**config.mk**
```make
export PLATFORM = sky130hd
export DESIGN_NAME = pmr_regs
export DESIGN_NICKNAME = d
export VERILOG_FILES = /design/src/design/pmr_pkg.sv /design/src/design/pmr_regs.sv
export SDC_FILE = /design/constraint.sdc
export NUM_CORES = 1
export LEC_CHECK = 0
export BUFFER_PORTS_ARGS = -buffer_cell sky130_fd_sc_hd__buf_2
export CAP_MARGIN = 20
export CORE_ASPECT_RATIO = 1.1
export CORE_MARGIN = 2
export CORE_UTILIZATION = 32
export CTS_CLUSTER_SIZE = 14
export DETAILED_ROUTE_END_ITERATION = 8
export GPL_ROUTABILITY_DRIVEN = 0
export HOLD_SLACK_MARGIN = 0.06
export PLACE_DENSITY = 0.79
export SYNTH_ARGS = -nofsm -noshare
export SYNTH_HDL_FRONTEND = slang
export SYNTH_SLANG_ARGS = --single-unit
```
**constraint.sdc**
```tcl
create_clock -name sys_clk_i -period 1.8 [get_ports sys_clk_i]
set_input_delay 0.09 -clock sys_clk_i [delete_from_list [all_inputs] [get_ports sys_clk_i]]
set_output_delay 0.09 -clock sys_clk_i [all_outputs]
set_load 0.02 [all_outputs]
```
**src/design/pmr_pkg.sv**
```systemverilog
// What this block does
// [RQ1] Upper mode strap low advertises D0-D3; high advertises no power states.
// [RQ2] PME support field of the capability word always reads zero.
// [RQ3] D2 and D1 support bits read 1 when lower strap is 0, else 0; code reads 0 whenever upper strap is 1.
// [RQ4] Capability bits 8 to 6 always read zero.
// [RQ5] Device-specific-initialization bit reads zero.
// [RQ6] Auxiliary power and PME clock bits both read zero.
// [RQ7] Version field reads 001 with lower strap 1, 010 with lower strap 0; code reads 001 whenever upper strap is 1.
// [RQ8] Wake-event status bit 15 of control/status always reads zero.
// [RQ9] Data-scale and data-select fields read zero.
// [RQ10] Wake-signaling enable bit 8 reads zero and cannot be set.
// [RQ11] Control/status bits 7 to 2 read zero.
// [RQ12] Host writes power state in bits 1:0; device reports it there.
// [RQ13] Leaving D3hot for D0 pulses an internal reset, registers untouched.
// [RQ14] Bridge-support bit 7 mirrors the bus power/clock strap.
// [RQ15] Bridge-support bit 6 mirrors the strap; when set, D3hot stops secondary clocks.
// [RQ16] Secondary clocks derive from the primary clock and stop with it.
// [RQ17] Power data byte always reads 00h.
// [RQ18] Writes to read-only or reserved bits are ignored.
//
// Purpose: constants and state type of the power-management register bank
// Assumes: byte offsets within configuration space, dword-wide accesses
// Notes:   power-state codes follow the two-bit field encoding
package pmr_pkg;
  localparam logic [7:0]  CAPS_OFF        = 8'hDE;
  localparam logic [7:0]  CSR_OFF         = 8'hE0;
  localparam logic [7:0]  BRIDGE_OFF      = 8'hE2;
  localparam logic [7:0]  DATA_OFF        = 8'hE3;
  localparam logic [15:0] CAPS_FULL       = 16'h0602;
  localparam logic [15:0] CAPS_NONE       = 16'h0001;
  localparam logic [2:0]  VER_REV10       = 3'h1;
  localparam logic [2:0]  VER_REV11       = 3'h2;
  localparam logic [15:0] CSR_RESET       = 16'h0000;
  localparam logic [7:0]  DATA_VALUE      = 8'h00;
  localparam int          CAPS_D1_BIT     = 9;
  localparam int          CAPS_D2_BIT     = 10;
  localparam int          BR_BCC_BIT      = 7;
  localparam int          BR_STOP_BIT     = 6;
  localparam logic [1:0]  PS_D0           = 2'h0;
  localparam logic [1:0]  PS_D1           = 2'h1;
  localparam logic [1:0]  PS_D2           = 2'h2;
  localparam logic [1:0]  PS_D3HOT        = 2'h3;

  typedef struct packed {
    logic        ms1_m;
    logic        ms1_s;
    logic        ms0_m;
    logic        ms0_s;
    logic        bcc_m;
    logic        bcc_s;
    logic [1:0]  pstate;
    logic [31:0] rdata;
    logic        ack;
    logic        int_rst;
    logic        sec_run;
  } pmr_state_t;

  localparam pmr_state_t STATE_RESET = '{ms1_m: 1'b0, ms1_s: 1'b0, ms0_m: 1'b0, ms0_s: 1'b0,
                                         bcc_m: 1'b0, bcc_s: 1'b0, pstate: CSR_RESET[1:0],
                                         rdata: 32'h0000_0000, ack: 1'b0, int_rst: 1'b0,
                                         sec_run: 1'b1};
endpackage

```
**src/design/pmr_regs.sv**
```systemverilog
// Purpose: power-management capability, control/status, bridge-support and data registers
// Assumes: one primary clock; straps are asynchronous pins
// Notes:   secondary clock run level is an enable for the clock divider outside
`timescale 1ns/1ns
module pmr_regs
  import pmr_pkg::*;
(
  input  wire logic        sys_clk_i,
  input  wire logic        reset_n_i,
  input  wire logic        upper_mode_strap_i,
  input  wire logic        lower_mode_strap_i,
  input  wire logic        bus_power_clock_strap_i,
  input  wire logic [7:0]  cfg_addr_i,
  input  wire logic        cfg_rd_i,
  input  wire logic        cfg_wr_i,
  input  wire logic [3:0]  cfg_be_i,
  input  wire logic [31:0] cfg_wdata_i,
  output logic [31:0]      cfg_rdata_o,
  output logic             cfg_ack_o,
  output logic [1:0]       power_state_o,
  output logic             internal_reset_o,
  output logic             sec_clk_run_o
);

  // Capability word from the synchronised straps
  function automatic logic [15:0] pmr_caps(input logic ms1, input logic ms0);
    logic [15:0] c;
    c = CAPS_FULL;
    if (ms1) begin
      c = CAPS_NONE;                                      // see [RQ1]
    end else begin
      c[CAPS_D2_BIT] = ~ms0;                              // see [RQ3]
      c[CAPS_D1_BIT] = ~ms0;                              // see [RQ3]
      c[2:0]         = ms0 ? VER_REV10 : VER_REV11;       // see [RQ7]
    end
    return c;
  endfunction

  // Whether a requested power state is advertised
  function automatic logic pmr_legal(input logic [1:0] ps, input logic ms1, input logic ms0);
    logic ok;
    ok = 1'b1;
    if (ms1) begin
      ok = (ps == PS_D0);
    end else if (ms0) begin
      ok = (ps == PS_D0) || (ps == PS_D3HOT);
    end
    return ok;
  endfunction

  pmr_state_t q;
  pmr_state_t next_q;
  logic       dw_caps;
  logic       dw_csr;
  logic       ps_wr;

  assign dw_caps = (cfg_addr_i[7:2] == CAPS_OFF[7:2]);
  assign dw_csr  = (cfg_addr_i[7:2] == CSR_OFF[7:2]);
  // Only the power-state field is writable
  assign ps_wr   = cfg_wr_i && dw_csr && cfg_be_i[0]
                   && pmr_legal(cfg_wdata_i[1:0], q.ms1_s, q.ms0_s);  // see [RQ18]

  // Next-state logic
  always_comb begin
    next_q       = q;
    next_q.ms1_m = upper_mode_strap_i;
    next_q.ms1_s = q.ms1_m;
    next_q.ms0_m = lower_mode_strap_i;
    next_q.ms0_s = q.ms0_m;
    next_q.bcc_m = bus_power_clock_strap_i;
    next_q.bcc_s = q.bcc_m;
    next_q.ack   = cfg_rd_i || cfg_wr_i;
    next_q.rdata = 32'h0000_0000;
    if (ps_wr) begin
      next_q.pstate = cfg_wdata_i[1:0];                   // see [RQ12] [RQ10]
    end
    if (cfg_rd_i && dw_caps) begin
      // Low half holds capability ID and next pointer, not kept here
      next_q.rdata[31:16] = pmr_caps(q.ms1_s, q.ms0_s);   // see [RQ2] [RQ4] [RQ5] [RQ6]
    end
    if (cfg_rd_i && dw_csr) begin
      next_q.rdata[31:24]            = DATA_VALUE;        // see [RQ17]
      next_q.rdata[16 + BR_BCC_BIT]  = q.bcc_s;           // see [RQ14]
      next_q.rdata[16 + BR_STOP_BIT] = q.bcc_s;           // see [RQ15]
      next_q.rdata[15:0]             = {14'h0000, q.pstate};  // see [RQ8] [RQ9] [RQ11] [RQ12]
    end
    // Internal reset pulse; register contents untouched by it
    next_q.int_rst = (q.pstate == PS_D3HOT) && (next_q.pstate == PS_D0);  // see [RQ13]
    // Secondary clocks run off the primary clock, so they stop with it
    next_q.sec_run = !(q.bcc_s && (q.pstate == PS_D3HOT));  // see [RQ15] [RQ16]
  end

  // State register
  always_ff @(posedge sys_clk_i or negedge reset_n_i) begin
    if (!reset_n_i) begin
      q <= STATE_RESET;
    end else begin
      q <= next_q;
    end
  end

  assign cfg_rdata_o      = q.rdata;
  assign cfg_ack_o        = q.ack;
  assign power_state_o    = q.pstate;
  assign internal_reset_o = q.int_rst;
  assign sec_clk_run_o    = q.sec_run;
endmodule // pmr_regs

```
# Word level (Yosys, flattened, before mapping)
# Index checks and enable logic that the tools add are counted.
# totals
output_inout_bits	37
ff_bits	43
wordCells	37
# op_classes
n_reduce_logical	12
bitwise	1
n_eq_ne	4
muxes	9
# ops
operator	n
6-bit equality test, second input constant	2
11-bit two-way mux	1
10-bit two-way mux	1
2-bit two-way mux	5
1-bit logical AND	7
2-bit equality test, second input constant	2
2-bit zero test	2
1-bit logical OR	2
1-bit two-way mux	2
1-bit zero test	1
1-bit inverter	1

# Depth between registers and ports, before layout
# Gate-level depths: netlist of the first run.
# depth
word_depth	8
ltp_mapped	6
ltp_nobuf	6

# Worst setup path after synthesis of the first run
# No wires, ideal clock.
# synth_timing
path_type	flip-flop to flip-flop
start	reg q[41] (netlist bit)
end	reg q (netlist bit power_state_o[0])
required_ns	1.672
synth_period_minus_slack_ns	1.252
setup_slack_ns	0.548
arrival_time_ns	1.124
stages_incl_launch_ff	4
setup_ns	0.128
path_cell_list	dfrtp_1 mux2_2 nand4_2 mux2_1
# synth_lines
element	line_no	rtl
from (decl)	pmr_regs.sv:51	pmr_state_t q;
from (signal assigned)	pmr_regs.sv:98	q <= next_q;

==> impl_metrics.ini, run 1 <==
[outcome]
status = finished, final reports clean

[flow_run]
drv_cap = 0

[sta]
timing.final.crit_share_pct = 90.60
fin_hold_ws_ns = 0.1090
rsz0062_at_grt = false
min_period_ns = 1.631
hold_violations = 0
skew_ns = 0.0003746
fmax_mhz = 613.2
final-setup-viol-count = 0
tns_ns = 0
maxSlewViolCount = 0

[cts]
cts_buffers = 3
worstSkewPairLatency_ns = 0.28
cts_htree_levels = 1
postCtsSetupBuffers = 0
cts_tree = built
cts_buffer_depth = 2
clkTransAtPathRegs_ns = 0.09
root_buffer = clkbuf_4
cts_sinks = 17

[global_routing]
antenna_found_initial = 0
grt-ovfl-total = 0
grt_max_degree = 18
grt_pass1_vias = 456
grt_pass1_wl_um = 1911
gr-usage-all-layers_pct = 8.788

[synthesis]
synth_cell_types = 20
synthCells = 75
ys_ff_latch = 17
postSynthAreaPerCell_um2 = 11.38
syn_area_um2 = 853.3
synth_warnings = 0
synth-seq-area-share_pct = 50.00

[finish]
final_cell_mix = buf_2 (28), conb_1 (24), dfrtp_1 (16)
diodes = 0
nFillCells = 260
area_delta_synth_final_pct = 13.64
multiInputGateArea_um2 = 250.2
nNetsFinal = 157
final_common_cell = buf_2
regArea_um2 = 426.7
drive_gt1_share_pct = 38.46

[setup_path]
cp_slowest_cell = dlygate4sd3_1
reg2reg_depth = 3
reg2reg_to = power_state_o[0]
path_cells = dlygate4sd3_1 > buf_2 > inv_1 > ha_1 > nand2_1 > mux2_2 > nand4_2 > mux2_1
crit_path_max_incr_delay_ns = 0.52
crit_required_ns = 1.97
worst-path-max-fanout = 3
worstReg2RegStart = q[41]
critPathLaunchType = primary input
crit_family = buffers and inverters
cp-end-kind = flip-flop
critPathBufInv = 3
criticalPathCategory = primary input to flip-flop
worst_ep_arrival_time_ns = 1.80
cp-startpoint = cfg_wdata_i[0]
r2r_setup_slack_ns = 0.48

[worst_hold_path]
holdCritPathClass = primary input to flip-flop
hold_path_end = internal_reset_o
hold_depth = 3
min-delay-start = cfg_be_i[0]

[routing]
dr.pass1.iters = 4
num_vias = 519
detail_route.iter0.violations = 8
viasPerCell = 3.844
drc = 0
drt-total-wl_um = 1282
drt-wirelength-per-cell_um = 9.496
final_antenna_net_count = 0

[power]
power_density_nw_per_um2 = 719.1
p_leak_nw = 0.5478
vdd_drop_max_v = 0.0003878

[floorplanning]
initial_core_util_pct = 33.86
rows = 19
core_um2 = 2520
ios = 88
die_area_um2 = 3096
die_y_um = 58.16
die_w_um = 53.24

[place]
dp_hpwl_um = 1007
place.port_buffers = 28
-- metal layers --
metal | vias to the layer above | GRT usage, % | share of wire, %
met5 | - | 0 | 0
met4 | 0 | 5.495 | 1.1
met1 | 226 | 9.226 | 40
met2 | 45 | 14.46 | 44
li1 | 246 | - | -
met3 | 2 | 3.351 | 15
-- metrics by stage --
| stage | cells | worst slack [ns] | power (mW) | cell area, um2 | utilization, % |
|---|---|---|---|---|---|
| after floorplan | 98 | 0.5484 | 0.5090 | 939.7 | - |
| after global placement | 123 | 0.4493 | 0.4968 | 863.3 | 34.26 |
| after detailed placement | 123 | 0.4050 | 0.4996 | 863.3 | 34.26 |
| after CTS | 135 | 0.1744 | 0.7098 | 969.7 | 38.48 |
| after global routing | 135 | 0.1010 | 0.7391 | 969.7 | 38.48 |
| final | 135 | 0.1692 | 0.6973 | 969.7 | 38.48 |
-- worst min-delay path: cells and delay by family --
family | cells | cell delay, ns
buffers and inverters | 1 | 0.10
and+or+nand+nor | 2 | 0.16
-- state kept, by name, summed over array words and instances, names as in the netlist --
register	cells
sec_clk_run_o	1
power_state_o	2
cfg_rdata_o	6
cfg_ack_o	1
internal_reset_o	1
q	3
next_q	3
-- area by class of cell --
class | count | share of cell area, %
Clock buffer | 4 | 2.710
Inverter | 2 | 0.7742
Multi-Input combinational cell | 45 | 25.81
Sequential cell | 17 | 44.00
Tap cell | 31 | 4.000
Timing Repair Buffer | 36 | 22.71
-- worst max path at each step --
| stage | end | slack (ns) | cells after the start |
|---|---|---|---|
| 2_1_floorplan | power_state_o[0] | 0.55 | 3 |
| 3_3_place_gp | power_state_o[0] | 0.45 | 7 |
| 3_5_place_dp | power_state_o[0] | 0.40 | 7 |
| 4_1_cts | power_state_o[0] | 0.17 | 8 |
| 5_1_grt | power_state_o[1] | 0.10 | 8 |
| 6_report | power_state_o[0] | 0.17 | 8 |
-- logic make-up after synthesis --
logic type	Yosys count	synth area share (%)
buf+inv	36	30.79
simple gates	17	13.34
flops	17	50.00
mux	3	3.959
fa+ha+maj	1	1.466
other cells	1	0.4395
-- Yosys cell counts, drive strengths merged --
library cell  number  area share [%]
nor2               2            0.88
ha                 1             1.5
or2                1            0.73
nand3              1            0.59
inv                2            0.88
nand4              2             2.2
dfrtp             16              47
nor4               1            0.73
conb               1            0.44
and3               3             2.6
and4b              1             1.3
nand2              2            0.88
mux2               3             4.0
nor3               3             2.3
buf               34              30
dfstp              1             3.1
nand4b             1             1.0
-- repair_timing --
action                                 CTS  global route
resized for setup                        0             0
endpoints found under the hold margin   24             0
setup endpoints to repair                0             0
hold buffers                             8             0
-- where the power goes --
part           total [mW]  internal (mW)  leakage [nW]  switching [mW]
clock               0.192         0.0860        0.0150           0.106
sequential          0.399          0.392         0.216         0.00674
combinational       0.107         0.0330         0.317          0.0737
Note: power is estimated with default switching activity, not from simulation.
==> inputs of run 2 (changes only) <==
--- a/config.mk
+++ b/config.mk
@@ -9,12 +9,13 @@
 export CAP_MARGIN = 20
 export CORE_ASPECT_RATIO = 1.1
 export CORE_MARGIN = 2
-export CORE_UTILIZATION = 32
+export CORE_UTILIZATION = 31
 export CTS_CLUSTER_SIZE = 14
 export DETAILED_ROUTE_END_ITERATION = 8
 export GPL_ROUTABILITY_DRIVEN = 0
 export HOLD_SLACK_MARGIN = 0.06
-export PLACE_DENSITY = 0.79
+export PLACE_DENSITY = 0.8
+export RECOVER_POWER = 50
 export SYNTH_ARGS = -nofsm -noshare
 export SYNTH_HDL_FRONTEND = slang
 export SYNTH_SLANG_ARGS = --single-unit
==> constraint.sdc (replaced) <==
create_clock -name sys_clk_i -period 1.4 [get_ports sys_clk_i]
set_input_delay 0.07 -clock sys_clk_i [delete_from_list [all_inputs] [get_ports sys_clk_i]]
set_output_delay 0.07 -clock sys_clk_i [all_outputs]
set_load 0.02 [all_outputs]
==> impl_metrics.ini, run 2 (same netlist as run 1, synthesis figures left out) <==
[setup_path]
crit_path_max_incr_delay_ns = 0.55
criticalPathCategory = primary input to flip-flop
worst-path-max-fanout = 2
cp_slowest_cell = dlygate4sd3_1
cp-end-kind = flip-flop
cpMostUsedCell = dlygate4sd3_1
path_cells = dlygate4sd3_1 > buf_2 > or2_2 > dlygate4sd3_1
worst_ep_arrival_time_ns = 1.57
crit_required_ns = 1.58
critPathLaunchType = primary input

[cts]
cts_tree = built
cts_htree_levels = 1
cts_buffer_depth = 2
cts_sinks = 17
holdBufCountCts = 8
root_buffer = clkbuf_4
clkTransAtPathRegs_ns = 0.09
cts_buffers = 3
cts_resized = 0
worstSkewPairLatency_ns = 0.28
postCtsSetupBuffers = 0

[floorplanning]
die_area_um2 = 3189
core_um2 = 2567
die_y_um = 59.03
rows = 19
initial_core_util_pct = 33.24
die_w_um = 54.03
ios = 88

[power]
p_leak_nw = 0.5450
pwr-share-seq_pct = 56.8
switchingPower_uw = 245.8
p_int_uw = 657.3
swShare_pct = 27.22
vdd_drop_max_v = 0.0004772
p_clk_share_pct = 28.0
power_density_nw_per_um2 = 932.5
comb_power_share_pct = 15.1
total_power_uw = 903.0

[sta]
hold_violations = 0
tightest_slew_ns = 0.8611
relSlewSlack_pct = 42.59
final-setup-viol-count = 0
maxSlewViolCount = 0
skew_ns = 0.001255
tns_ns = 0
fmax_mhz = 718.8
rsz0062_at_grt = false
min_period_ns = 1.391
timing.final.crit_share_pct = 99.37

[routing]
num_vias = 526
drt-wirelength-per-cell_um = 9.748
dr.pass1.iters = 2
detail_route.iter0.violations = 1
drc = 0
viasPerCell = 3.896
drt-total-wl_um = 1316
final_antenna_net_count = 0

[finish]
area_delta_synth_final_pct = 13.49
diodes = 0
final_cell_mix = buf_2 (27), conb_1 (24), dfrtp_1 (16)
largest_reg_flops = 6
nNetsFinal = 157
multiInputGateArea_um2 = 250.2
final_cells = 135
final_common_cell = buf_2
drive_gt1_share_pct = 37.50
design_area_um2 = 968.4
nFillCells = 270
regArea_um2 = 426.7

[flow_run]
drv_cap = 0

[place]
dpl_cell_area_um2 = 863.3
dp_hpwl_um = 1023
place.port_buffers = 28
dp_cells = 123

[outcome]
status = finished, final reports clean

[global_routing]
grt-ovfl-total = 0
grt_pass1_vias = 471
grt_max_degree = 18
antenna_found_initial = 0
gr-usage-all-layers_pct = 8.802
grt_pass1_wl_um = 1938

[worst_hold_path]
holdCritPathClass = primary input to flip-flop
==> run 2: cell count changes in the layout (fill, tap and decap cells not counted) <==
| cell | previous run | this run |
|---|---|---|
| buf_2 | 28 | 27 |
| clkbuf_1 | 1 | 2 |
==> run 2: final cells by class <==
cell class,count,area share (%)
Clock buffer,4,2.713
Inverter,2,0.7752
Multi-Input combinational cell,45,25.84
Sequential cell,17,44.06
Tap cell,31,4.005
Timing Repair Buffer,36,22.61
==> run 2: power groups by stage <==
stage / Clock (mW) / Sequential, mW / Combinational [mW]
after floorplan: 0 / 0.523 / 0.131
after global placement: 0 / 0.522 / 0.117
after detailed placement: 0 / 0.523 / 0.121
after CTS: 0.269 / 0.513 / 0.138
after global routing: 0.287 / 0.515 / 0.153
final: 0.253 / 0.513 / 0.137
==> run 2: critical path: cells and delay by family <==
kind / cells / cell delay, ns
buffers and inverters: 3 / 1.21
AND/OR/NAND/NOR: 1 / 0.28
==> run 2: per-stage QoR <==
step / hold WS, ns / util (%) / setup WS (ns)
4_1_cts: 0.06786 / 37.77 / 0.02102
5_1_grt: 0.08441 / 37.72 / 0.00002842
3_3_place_gp: -0.006165 / 33.63 / 0.06569
2_1_floorplan: -0.2256 / - / 0.1484
6_report: 0.07554 / 37.72 / 0.008843
3_5_place_dp: 0.004172 / 33.63 / 0.009844
==> run 2: worst paths after layout <==
check	startpoint	to	slack (ns)	cells after the start
max	cfg_wr_i	cfg_ack_o	0.009	4
min	cfg_addr_i[7]	cfg_rdata_o[16]	0.08	3
max reg2reg	q[41]	power_state_o[1]	0.07	3
min reg2reg	next_q[39]	q[39]	0.36	0
max in group asynchronous	reset_n_i	q[37]	0.47	2
min in group asynchronous	reset_n_i	cfg_ack_o	0.40	2
==> run 2: routing by layer <==
layer  vias up  track usage [%]  part of all wire (%)
met1       233            8.766                    36
met2        45            15.68                    47
met5         -                0                     0
met4         0            4.286                   1.5
li1        246                -                     -
met3         2            3.283                    15
